## src/hw/fpiu_pkg.sv

```systemverilog
// fpiu_pkg: constants, register map and carrier types of the interrupt unit
// assumes: shared by the interrupt unit top, its property checks and its bench
package fpiu_pkg;
  localparam int NSRC = 4;
  // ahb-lite map, one aligned word per register
  localparam logic [7:0] OPT_ADDR = 8'hC8;        // option register, write only
  localparam logic [7:0] STAT_ADDR = 8'hCC;       // status readback
  localparam logic [7:0] EVT_ADDR = 8'hD0;        // per-event flags, write one to clear
  localparam logic [7:0] OPT_RESET = 8'h00;
  localparam int LES_BIT = 6;
  localparam int ESB_BIT = 5;
  localparam int GEN_BIT = 4;
  localparam int NEVT = 8;                        // events folded onto the sources
  // vector addresses
  localparam logic [11:0] VEC_NMI = 12'hFFC;
  localparam logic [11:0] VEC_S1 = 12'hFF6;
  localparam logic [11:0] VEC_S2 = 12'hFF4;
  localparam logic [11:0] VEC_S3 = 12'hFF2;
  localparam logic [11:0] VEC_S4 = 12'hFF0;
  localparam int DEFECT_CYCLES = 3;               // leading cycles of the clearing load
  localparam logic [1:0] HTRANS_NONSEQ = 2'h2;
  localparam logic [2:0] HSIZE_WORD = 3'h2;

  // active mode / flag pair in use
  typedef enum logic [1:0] {
    FPIU_NORMAL = 2'h0,
    FPIU_SERVICE = 2'h1,
    FPIU_NMI = 2'h3
  } fpiu_mode_t;

  // carry and zero pair
  typedef struct packed {
    logic carry;
    logic zero;
  } fpiu_flags_t;

  // dispatch towards the core
  typedef struct packed {
    logic take;
    logic [11:0] vector;
    logic [2:0] source;   // 0 non-maskable, 1..4 maskable
  } fpiu_disp_t;
endpackage

```

## src/hw/fpiu_edge_latch.sv

```systemverilog
// fpiu_edge_latch: stores one edge request until its routine starts
// assumes: input already synchronised to i_mclk
`timescale 1ns/1ps
module fpiu_edge_latch (
  // clock and reset
  input wire logic i_mclk,
  input wire logic i_rst,
  // request line and control
  input wire logic i_line,
  input wire logic i_rising,
  input wire logic i_clear,
  // stored request
  output logic o_pending
);
  logic prev_r, prev_nxt, pend_r, pend_nxt, edge_hit;
  logic armed_r, armed_nxt;

  // edge detect, set wins over the clear; the first cycle after reset only
  // loads the line's level, so a reset value that differs from it is no edge
  always_comb begin
    prev_nxt = i_line;
    armed_nxt = 1'b1;
    edge_hit = armed_r & (i_rising ? (i_line & ~prev_r) : (~i_line & prev_r));
    pend_nxt = edge_hit | (pend_r & ~i_clear);
  end

  // registers
  always_ff @(posedge i_mclk or posedge i_rst) begin
    if (i_rst) begin
      prev_r <= 1'b1;
      pend_r <= 1'b0;
      armed_r <= 1'b0;
    end else begin
      armed_r <= armed_nxt;
      prev_r <= prev_nxt;
      pend_r <= pend_nxt;
    end
  end

  assign o_pending = pend_r;
endmodule

```

## src/hw/fpiu_top.sv

```systemverilog
// fpiu_top: fixed priority interrupt unit with ahb-lite option registers
// assumes: core strobes instruction ends, return and the clearing load on i_mclk
//
// Our own choices: the placing of the registers and register access over AHB-Lite.
`timescale 1ns/1ps
module fpiu_top (
  // clock and reset
  input wire logic i_mclk,
  input wire logic i_rst,
  // ahb-lite slave
  input wire logic i_hsel,
  input wire logic [7:0] i_haddr,
  input wire logic [1:0] i_htrans,
  input wire logic i_hwrite,
  input wire logic [2:0] i_hsize,
  input wire logic i_hready,
  input wire logic [31:0] i_hwdata,
  output logic [31:0] o_hrdata,
  output logic o_hreadyout,
  output logic o_hresp,
  // request pins, asynchronous; nmi and source one active low, source two polarity selectable
  input wire logic i_nmi_n,
  input wire logic i_src1_n,
  input wire logic i_src2,
  // on-chip events, same clock, or'ed onto sources
  input wire logic [fpiu_pkg::NEVT-1:0] i_evt,
  input wire logic [fpiu_pkg::NEVT*2-1:0] i_evt_route,
  // core handshake
  input wire logic i_instr_end,
  input wire logic i_ret,
  input wire logic i_clr_load,
  input wire logic i_asleep,
  input wire logic [11:0] i_pc,
  input wire logic i_flags_we,
  input wire fpiu_pkg::fpiu_flags_t i_flags_wr,
  // towards the core
  output fpiu_pkg::fpiu_disp_t o_disp,
  output logic [11:0] o_pc_pop,
  output fpiu_pkg::fpiu_flags_t o_flags,
  output fpiu_pkg::fpiu_mode_t o_mode,
  output logic o_wake
);
  import fpiu_pkg::*;

  // two-flop synchronisers for the pins
  logic [2:0] sync1_r, sync2_r;
  always_ff @(posedge i_mclk or posedge i_rst) begin
    if (i_rst) begin
      sync1_r <= 3'h3; // source two idles low, the others high
      sync2_r <= 3'h3;
    end else begin
      sync1_r <= {i_src2, i_src1_n, i_nmi_n};
      sync2_r <= sync1_r;
    end
  end

  // bus state and option register
  logic [7:0] opt_r, opt_nxt;
  logic wr_pend_r, wr_pend_nxt;
  logic [7:0] wr_addr_r, wr_addr_nxt, rd_addr_r, rd_addr_nxt;
  logic rd_pend_r, rd_pend_nxt;
  logic [NEVT-1:0] evt_flag_r, evt_flag_nxt, evt_clr;
  logic global_irq_enable, src1_level_select, src2_polarity_select;
  logic addr_ok;

  assign global_irq_enable = opt_r[GEN_BIT];
  assign src1_level_select = opt_r[LES_BIT];
  assign src2_polarity_select = opt_r[ESB_BIT];

  // address phase capture and option write
  always_comb begin
    addr_ok = i_hsel & i_hready & (i_htrans == HTRANS_NONSEQ) & (i_hsize == HSIZE_WORD);
    wr_pend_nxt = addr_ok & i_hwrite;
    rd_pend_nxt = addr_ok & ~i_hwrite;
    wr_addr_nxt = addr_ok ? i_haddr : wr_addr_r;
    rd_addr_nxt = addr_ok ? i_haddr : rd_addr_r;
    opt_nxt = opt_r;
    evt_clr = '0;
    if (wr_pend_r && wr_addr_r == OPT_ADDR)
      opt_nxt = i_hwdata[7:0];
    if (wr_pend_r && wr_addr_r == EVT_ADDR)
      evt_clr = i_hwdata[NEVT-1:0];
    evt_flag_nxt = i_evt | (evt_flag_r & ~evt_clr);
  end

  always_ff @(posedge i_mclk or posedge i_rst) begin
    if (i_rst) begin
      opt_r <= OPT_RESET;
      wr_pend_r <= 1'b0;
      rd_pend_r <= 1'b0;
      wr_addr_r <= 8'h00;
      rd_addr_r <= 8'h00;
      evt_flag_r <= '0;
    end else begin
      opt_r <= opt_nxt;
      wr_pend_r <= wr_pend_nxt;
      rd_pend_r <= rd_pend_nxt;
      wr_addr_r <= wr_addr_nxt;
      rd_addr_r <= rd_addr_nxt;
      evt_flag_r <= evt_flag_nxt;
    end
  end

  // read data registered for the next data phase; option reads as zero
  logic [31:0] hrdata_r, hrdata_nxt;
  fpiu_mode_t mode_r, mode_nxt;
  logic [NSRC:0] req;
  always_comb begin
    hrdata_nxt = 32'h0000_0000;
    if (addr_ok && !i_hwrite && i_haddr == STAT_ADDR)
      hrdata_nxt = {24'h00_0000, 1'b0, req[NSRC:1], req[0], mode_r};
    else if (addr_ok && !i_hwrite && i_haddr == EVT_ADDR)
      hrdata_nxt = {{(32-NEVT){1'b0}}, evt_flag_nxt};
  end
  always_ff @(posedge i_mclk or posedge i_rst) begin
    if (i_rst)
      hrdata_r <= 32'h0000_0000;
    else
      hrdata_r <= hrdata_nxt;
  end
  assign o_hrdata = hrdata_r;
  assign o_hreadyout = 1'b1;
  assign o_hresp = 1'b0;

  // events or'ed onto sources by route code
  logic [NSRC-1:0] evt_src;
  always_comb begin
    evt_src = '0;
    for (int k = 0; k < NEVT; k++)
      evt_src[i_evt_route[k*2 +: 2]] = evt_src[i_evt_route[k*2 +: 2]] | i_evt[k];
  end

  // entry strobes per source
  logic take_now;
  logic [2:0] win;
  logic nmi_r, nmi_nxt;
  logic s1_edge, s2_edge;

  // source one falling edge latch
  fpiu_edge_latch u_s1 (
    .i_mclk(i_mclk),
    .i_rst(i_rst),
    .i_line(sync2_r[1] & ~evt_src[0]),
    .i_rising(1'b0),
    .i_clear(take_now && win == 3'd1),
    .o_pending(s1_edge)
  );

  // source two selectable edge latch
  fpiu_edge_latch u_s2 (
    .i_mclk(i_mclk),
    .i_rst(i_rst),
    .i_line(sync2_r[2] | evt_src[1]),
    .i_rising(src2_polarity_select),
    .i_clear(take_now && win == 3'd2),
    .o_pending(s2_edge)
  );

  // request vector and nmi capture
  logic nmi_prev_r;
  always_comb begin
    nmi_nxt = (nmi_prev_r & ~sync2_r[0]) | (nmi_r & ~(take_now && win == 3'd0));
    req[0] = nmi_r;
    req[1] = src1_level_select ? (~sync2_r[1] | evt_src[0]) : s1_edge;
    req[2] = s2_edge;
    req[3] = evt_src[2];
    req[4] = evt_src[3];
  end
  always_ff @(posedge i_mclk or posedge i_rst) begin
    if (i_rst) begin
      nmi_r <= 1'b0;
      nmi_prev_r <= 1'b1;
    end else begin
      nmi_r <= nmi_nxt;
      nmi_prev_r <= sync2_r[0];
    end
  end

  // arbitration and dispatch at instruction end
  fpiu_mode_t prev_mode_r, prev_mode_nxt;
  logic [11:0] stack_r, stack_nxt, nstack_r, nstack_nxt;
  logic mask_ok, swap_skip;
  logic [11:0] vec;
  logic [1:0] defect_cnt_r, defect_cnt_nxt;
  always_comb begin
    mask_ok = global_irq_enable && mode_r == FPIU_NORMAL;
    win = 3'd7;
    vec = VEC_S4;
    if (req[0] && mode_r != FPIU_NMI) begin
      win = 3'd0;
      vec = VEC_NMI;
    end else if (mask_ok && req[1]) begin
      win = 3'd1;
      vec = VEC_S1;
    end else if (mask_ok && req[2]) begin
      win = 3'd2;
      vec = VEC_S2;
    end else if (mask_ok && req[3]) begin
      win = 3'd3;
      vec = VEC_S3;
    end else if (mask_ok && req[4]) begin
      win = 3'd4;
      vec = VEC_S4;
    end
    take_now = i_instr_end && win != 3'd7;
    // clearing load counts its leading cycles
    defect_cnt_nxt = i_clr_load ? ((defect_cnt_r == 2'(DEFECT_CYCLES)) ? defect_cnt_r
                                   : defect_cnt_r + 2'd1) : 2'd0;
    swap_skip = i_clr_load && defect_cnt_r < 2'(DEFECT_CYCLES) && win != 3'd0;
    mode_nxt = mode_r;
    prev_mode_nxt = prev_mode_r;
    stack_nxt = stack_r;
    nstack_nxt = nstack_r;
    if (take_now) begin
      // entry: mode swap, push pc, inhibit, latch cleared above, vector out
      if (win == 3'd0) begin
        mode_nxt = FPIU_NMI;
        prev_mode_nxt = mode_r;
        nstack_nxt = i_pc;
      end else begin
        mode_nxt = FPIU_SERVICE;
        stack_nxt = i_pc;
      end
    end else if (i_ret && mode_r != FPIU_NORMAL) begin
      mode_nxt = (mode_r == FPIU_NMI) ? prev_mode_r : FPIU_NORMAL;
    end
  end

  // flag pairs, one per mode
  fpiu_flags_t pair_r [3];
  fpiu_flags_t pair_nxt [3];
  fpiu_flags_t flags_r; // active pair, registered for the output
  logic [1:0] sel_r, sel_nxt;
  logic [1:0] psel_r, psel_nxt;
  always_comb begin
    pair_nxt = pair_r;
    if (i_flags_we)
      pair_nxt[sel_r] = i_flags_wr;
    sel_nxt = sel_r;
    psel_nxt = psel_r;
    if (take_now) begin
      if (win == 3'd0) begin
        sel_nxt = 2'd2;
        psel_nxt = sel_r;
      end else if (!swap_skip) begin
        sel_nxt = 2'd1;
      end
    end else if (i_ret && mode_r == FPIU_NMI) begin
      sel_nxt = psel_r;
    end else if (i_ret && mode_r == FPIU_SERVICE) begin
      sel_nxt = 2'd0;
    end
  end

  // dispatch and pop outputs
  fpiu_disp_t disp_r, disp_nxt;
  logic [11:0] pop_r, pop_nxt;
  logic wake_r, wake_nxt;
  always_comb begin
    disp_nxt.take = take_now;
    disp_nxt.vector = take_now ? vec : disp_r.vector;
    disp_nxt.source = take_now ? win : disp_r.source;
    pop_nxt = pop_r;
    if (i_ret && mode_r == FPIU_NMI)
      pop_nxt = nstack_r;
    else if (i_ret && mode_r == FPIU_SERVICE)
      pop_nxt = stack_r;
    wake_nxt = i_asleep && global_irq_enable && (|req);
  end

  always_ff @(posedge i_mclk or posedge i_rst) begin
    if (i_rst) begin
      mode_r <= FPIU_NORMAL;
      prev_mode_r <= FPIU_NORMAL;
      stack_r <= 12'h000;
      nstack_r <= 12'h000;
      defect_cnt_r <= 2'd0;
      pair_r <= '{default: '0};
      flags_r <= '0;
      sel_r <= 2'd0;
      psel_r <= 2'd0;
      disp_r <= '0;
      pop_r <= 12'h000;
      wake_r <= 1'b0;
    end else begin
      mode_r <= mode_nxt;
      prev_mode_r <= prev_mode_nxt;
      stack_r <= stack_nxt;
      nstack_r <= nstack_nxt;
      defect_cnt_r <= defect_cnt_nxt;
      pair_r <= pair_nxt;
      flags_r <= pair_nxt[sel_nxt];
      sel_r <= sel_nxt;
      psel_r <= psel_nxt;
      disp_r <= disp_nxt;
      pop_r <= pop_nxt;
      wake_r <= wake_nxt;
    end
  end

  assign o_disp = disp_r;
  assign o_pc_pop = pop_r;
  assign o_flags = flags_r;
  assign o_mode = mode_r;
  assign o_wake = wake_r;
endmodule

```

## config.mk

```make
export PLATFORM = sky130hd
export DESIGN_NAME = fpiu_top
export DESIGN_NICKNAME = d
export VERILOG_FILES = /design/src/hw/fpiu_pkg.sv /design/src/hw/fpiu_edge_latch.sv /design/src/hw/fpiu_top.sv
export SDC_FILE = /design/constraint.sdc
export NUM_CORES = 1
export LEC_CHECK = 0
export BUFFER_PORTS_ARGS = -buffer_cell sky130_fd_sc_hd__buf_4
export CORE_MARGIN = 2
export CORE_UTILIZATION = 40
export CTS_BUF_LIST = sky130_fd_sc_hd__clkbuf_16
export DETAILED_ROUTE_END_ITERATION = 8
export PLACE_DENSITY = 0.66
export SLEW_MARGIN = 20
export SYNTH_ARGS = -nofsm -noshare
export SYNTH_HDL_FRONTEND = slang
export SYNTH_SLANG_ARGS = --single-unit
```

## constraint.sdc

```tcl
create_clock -name i_mclk -period 9.3 [get_ports i_mclk]
set_input_delay 1.86 -clock i_mclk [delete_from_list [all_inputs] [get_ports i_mclk]]
set_output_delay 1.86 -clock i_mclk [all_outputs]
set_load 0.02 [all_outputs]
```

==> impl_results.md, run 1 <==
- Postcts setup bufs: 0
- Fmax achieved: 0.246 GHz
- Psw: 0.534 mW
- Part of the power in registers: 42.2%
- Post-synth EDFFs: 0
- Synth Area in XOR/XNOR: 0.180%
- Clk sinks: 104
- Iteration-0 DRC Markers: 135
- # hold bufs at CTS: 0
- Worst min path class: reg -> reg
- RSZ-0062 raised after global routing: false
- Remaining DRCs: 0
- Combinational share of power: 34.0%
- R2R depth: 6
- Share of cells above drive strength 1: 35.4%
- Final hold vios: 0
- Slew @ Worst Pin: 1030 ps
- Clock network power share: 23.8%
- Setup Crit Path Kind: in -> reg
- Mean Syn Cell Area: 11.2 um2
- Compound-gate portion of the synthesized area: 8.19%
- Startpoint types: input pin
- Outcome: complete, no violations
- Antenna violations before repair: 0
- Largest family of logic cells by synthesized area: simple AND/OR/NAND/NOR gates
- CTS tree: yes
- Cell area after synthesis: 4860 um2
- Num CTS Buffers: 9
- RR Startpoint: o_mode[0]
- Crit. End Element: register
- Crit-path max cell delay: 750 ps
- Hold Path Sink: sync2_r[2]
- WP data required: 9530 ps
- Post-DR vias/cell: 5.04
- Area Overhead vs Synth: 22.9%
- Max-slew violations: 0
- WL/cell: 15.0 um
- Detail Route Antenna Nets: 0
- DRT Pass-1 Iters: 4
- Vias after detailed routing: 3,470
- CP Cell Sequence: buf_4 > nor3b_1 > or4_4 > nor3_2 > o211a_1 > or3_1 > mux2_2
- Synth async-reset ratio: 100%
- Die X: 114 um
- Row Count: 40
- Synth Instances: 433
- Die H: 114 um
- Clk_lat worst skew: 350 ps
- Number of library cell types mapped by synthesis: 58
- Final wirelength: 10,300 um
- Worst path bufs/invs: 1
- Setup violations, final: 0
- Period minus WS final: 4070 ps
- R2R Path End: o_flags[0]
- Clock buffer depth: 2
- Fin area: 5970 um2
- Initial Utilization: 40.8%
- R2R setup slack: 6760 ps
- WHS Path Cells: 0
- GP Congestion: 0.912
- DPL Wire Length: 7690 um
- Setup_tns: 0 ps
- Post-CTS sizing: 0
- Cells after DPL: 673
- Post-synthesis simple-gate area fraction: 15.9%
- Proportion of synthesized area in mux cells: 13.7%
- Dpl ws: 4870 ps
- Pint: 1.07 mW
- CP arrival: 4300 ps
- Synth Register Bits: 104
- Seq/Total Area, Yosys: 53.8%
- First-pass GRT wire length: 16,900 um
- Clock Root Buffer: clkbuf_16
- Hold Path Origin: sync1_r[2]
- Hold_ws: 353 ps
- Vias in the first global route: 3,448
- Relative max-transition margin: 31.5%
- Synth Flop Type: dfrtp_1
- Slowest CP cell: or3_1
- N_diodes: 0
- Area of the core: 11,900 um2
- VDD IR-drop max: 0.000172 V
- H-tree Lvls: 3
- Non-Filler Instances: 689
- Final setup margin: 5230 ps
- Global route overflow: 0
- Pin count of the biggest net entering global routing: 71
- Die area: 13,000 um2
- Leakage power total: 2.83 nW
- Pwr Density: 268 nW/um2
- Synth warnings: 0
- Clock skew: 6.48 ps
- Clock Pin Slew Worst Setup and Hold Paths: 70 ps
- Adder-cell share of the synthesized area: 0.258%
- PortBufs: 111
- Max_cap viols: 0
- Crit share post-route: 43.8%
- Nets: 634
- Sw Ratio: 33.4%
- Placed cell area: 5660 um2
- Global Route Usage Sum: 16.6%
- Max FO, Critical Path: 14
- # IOs: 163
- Crit path max-delay family: simple AND/OR/NAND/NOR gates
-- cells in the mapped netlist (2+ instances only) --
master / instances / share of area (%)
a21o_1: 2 / 0.31
a21oi_1: 25 / 2.6
a31oi_1: 5 / 0.64
and2_1: 5 / 0.64
and3_1: 6 / 0.77
buf_4: 34 / 5.3
clkbuf_1: 8 / 0.62
conb_1: 2 / 0.15
dfrtp_1: 97 / 50
dfstp_2: 7 / 3.8
inv_1: 16 / 1.2
mux2_2: 34 / 7.9
mux2_4: 8 / 2.5
mux2i_1: 16 / 3.3
nand2_1: 44 / 3.4
nand2b_1: 4 / 0.52
nand3_1: 6 / 0.62
nand3b_1: 11 / 1.7
nand4_1: 3 / 0.39
nand4b_1: 2 / 0.36
nor2_1: 23 / 1.8
nor2b_1: 3 / 0.39
nor3_1: 5 / 0.52
nor3b_1: 9 / 1.4
nor4b_1: 3 / 0.54
o211ai_1: 2 / 0.31
o21ai_0: 11 / 1.1
o22ai_1: 8 / 1.0
o32ai_1: 2 / 0.36
or2_2: 4 / 0.52
-- state kept, by name (all words and copies together), names as in the netlist, 3 cells and up --
name / flops
o_disp: 8
o_pc_pop: 12
sync1_r: 3
o_hrdata: 8
stack_r: 12
sync2_r: 3
evt_flag_r: 8
pair_r: 6
wr_addr_r: 8
opt_r: 3
nstack_r: 12
-- worst max path at each step --
stage | cells past startpoint | slack (ps) | endpoint | startpoint
after CTS | 7 | 5240 | stack_r[10] | i_evt[3]
after global routing | 7 | 5110 | stack_r[8] | i_evt[3]
after global placement | 7 | 4920 | stack_r[10] | i_evt[3]
after detailed placement | 7 | 4870 | stack_r[10] | i_evt[3]
final | 7 | 5230 | stack_r[8] | i_evt[3]
after floorplan | 1 | 4720 | defect_cnt_r[0] | i_rst
-- power by group through the flow --
stage,Combinational [mW],Clock [mW],Sequential [mW]
after floorplan,0.321,0,0.726
after global placement,0.537,0,0.676
after detailed placement,0.550,0,0.684
after CTS,0.550,0.393,0.677
after global routing,0.601,0.411,0.696
final,0.544,0.382,0.676
-- kinds of logic (layout without fill, tap and decap cells) --
| group | Yosys count | after routing |
|---|---|---|
| buffers and inverters | 62 | 145 |
| muxes | 58 | 58 |
| DFF | 104 | 104 |
| and+or+nand+nor | 140 | 140 |
| other | 2 | 28 |
| xor gates and xnor gates | 1 | 1 |
| adders and majority gates | 1 | 1 |
| AOI/OAI and AO/OA | 65 | 65 |
-- metrics by stage --
stage	util [%]	total power [mW]
finish	50.1	1.60
global route	50.1	1.71
CTS	50.1	1.62
detailed placement	47.6	1.23
global placement	47.6	1.21
floorplan	-	1.05
-- layout by cell type (no fill, tap or decap), drive strengths merged, types with 4 or more instances in the layout --
master and instances:
or2 4, and3 6, buf 113, nand3b 11, nand2 44, o22ai 8
dfrtp 97, conb 28, clkinv 5, nand2b 4, a31oi 5, mux2 42
dfstp 7, nand3 7, clkbuf 9, inv 17, and2 5, o21ai 12
nor3 6, nor3b 9, a21oi 25, mux2i 16, nor2 23
-- final cells by class --
cell class | count | area [um2]
Timing Repair Buffer | 113 | 848
Multi-Input combinational cell | 293 | 1960
Fill cell | 1075 | 5940
Sequential cell | 104 | 2610
Clock buffer | 9 | 225
Inverter | 16 | 62.6
Clock inverter | 7 | 81.3
Tap cell | 147 | 184
-- layer usage --
metal  global-route usage (%)  wire length (um)  vias to the layer above
met5                        0                 0                        -
li1                         -                 -                     1665
met1                     21.3              4620                     1686
met4                     6.50               203                        0
met2                     28.3              5060                      105
met3                     2.59               456                       14
Power figures use the tool's default switching activity.
==> run 2: changes to the inputs <==
==> constraint.sdc (replaced) <==
create_clock -name i_mclk -period 3.9 [get_ports i_mclk]
set_input_delay 0.78 -clock i_mclk [delete_from_list [all_inputs] [get_ports i_mclk]]
set_output_delay 0.78 -clock i_mclk [all_outputs]
set_load 0.02 [all_outputs]
==> run 2 against run 1 <==
Effect of this change: final cell count up 0.29%; combinational power up 140%; largest power group unchanged; count of clock-buffer cells in the layout unchanged.
==> impl_results.md, run 2 (synthesis gave the netlist of run 1 again) <==
- Max FO, Critical Path: 14
- Clock Root Buffer: clkbuf_16
- Die X: 114 um
- H-tree Lvls: 3
- Crit share post-route: 66.9%
- Remaining DRCs: 0
- Worst min path class: reg -> reg
- PortBufs: 111
- Leakage power total: 2.82 nW
- Setup violations, final: 0
- Antenna violations before repair: 0
- R2R setup slack: 1740 ps
- Final setup margin: 1290 ps
- First-pass GRT wire length: 16,500 um
- CTS tree: yes
- Setup Crit Path Kind: in -> reg
- Most frequent cells in the layout: buf_4, dfrtp_1, nand2_1, mux2_2, conb_1
- Initial Utilization: 40.8%
- VDD IR-drop max: 0.000357 V
- Area of the core: 11,900 um2
- Share of cells above drive strength 1: 35.3%
- DRT Pass-1 Iters: 4
- N_diodes: 0
- Clock buffer depth: 2
- Crit. End Element: register
- Iteration-0 DRC Markers: 159
- Global route overflow: 0
- Vias in the first global route: 3,380
- Die H: 114 um
- Global Route Usage Sum: 16.3%
- Vias after detailed routing: 3,452
- Hold Path Sink: sync2_r[2]
- WP data required: 4130 ps
- GP Congestion: 0.871
- Startpoint types: input pin
- Area Overhead vs Synth: 22.6%
- Pin count of the biggest net entering global routing: 88
- Dpl ws: 949 ps
- Placed cell area: 5680 um2
- Detail Route Antenna Nets: 0
- Fin util: 50.0%
- R2R Path End: o_flags[1]
- Final wirelength: 10,300 um
- Final hold vios: 0
- Clock Pin Slew Worst Setup and Hold Paths: 70 ps
- # hold bufs at CTS: 0
- Clk_lat worst skew: 340 ps
- Clk sinks: 104
- Die area: 13,000 um2
- Slew @ Worst Pin: 874 ps
- Relative max-transition margin: 41.6%
- Row Count: 40
- Nets: 636
- WHS Path Cells: 0
- DPL Wire Length: 7520 um
- Pwr Density: 628 nW/um2
- RSZ-0062 raised after global routing: false
- RR Startpoint: o_mode[0]
- Period minus WS final: 2610 ps
- Post-DR vias/cell: 5.00
- Num CTS Buffers: 9
- Setup_tns: 0 ps
- Clock skew: 6.00 ps
- Outcome: complete, no violations
- R2R depth: 7
- Non-Filler Instances: 691
- Fmax achieved: 0.383 GHz
- # IOs: 163
- WL/cell: 14.9 um
- Max_cap viols: 0
- Hold Path Origin: sync1_r[2]
- CP arrival: 2840 ps
- Post-CTS sizing: 0
- Postcts setup bufs: 0
- Cells after DPL: 675
- Most common cell after layout, fill and taps aside: buf_4
- Fin area: 5950 um2
- Max-slew violations: 0
run 2: cell count changes in the layout (fill, tap and decap cells not counted):
cell / change
clkinv_4: -4
inv_6: +2
clkinvlp_4: +2
inv_1: +1
clkinv_1: +1
buf_4: +2
inv_4: -1
bufinv_16: -1
run 2: worst max-delay path by stage:
stage	slack, ps	end	cells past startpoint	startpoint
floorplan	400	defect_cnt_r[0]	1	i_rst
global placement	970	stack_r[9]	8	i_evt[3]
detailed placement	950	stack_r[9]	8	i_evt[3]
CTS	1310	stack_r[9]	8	i_evt[3]
global route	1180	stack_r[10]	8	i_evt[3]
finish	1290	stack_r[7]	8	i_evt[3]
run 2: layer usage:
| metal | global-route usage [%] | wire length [um] | part of all wire [%] |
|---|---|---|---|
| met1 | 21.7 | 4640 | 45 |
| met2 | 26.6 | 4990 | 49 |
| met3 | 3.12 | 442 | 4.3 |
| met4 | 6.02 | 198 | 1.9 |
| met5 | 0 | 0 | 0 |
run 2: final cells by class:
| type | count | area, um2 |
|---|---|---|
| tap | 147 | 184 |
| clock buffer | 9 | 225 |
| clock inverter | 7 | 47.5 |
| fill | 1076 | 5960 |
| timing repair buffer | 115 | 863 |
| sequential | 104 | 2610 |
| multi-input combinational | 293 | 1960 |
| inverter | 16 | 65.1 |
run 2: critical path: stages:
cell	delay, ps
buf_4	120
nor3b_1	150
or4_4	550
nor3_2	200
o211a_1	250
or3_1	130
buf_4	280
mux2_2	370
run 2: power by group:
group	switching (mW)	leakage (nW)	internal (mW)
sequential	0.188	1.23	1.42
combinational	0.680	1.46	0.619
clock	0.396	0.133	0.434
total	1.26	2.82	2.48
run 2: stage by stage:
step	hold slack, ps	power [mW]
after floorplan	331	2.50
after global placement	341	2.89
after detailed placement	341	2.94
after CTS	355	3.79
after global routing	360	3.97
final	352	3.74
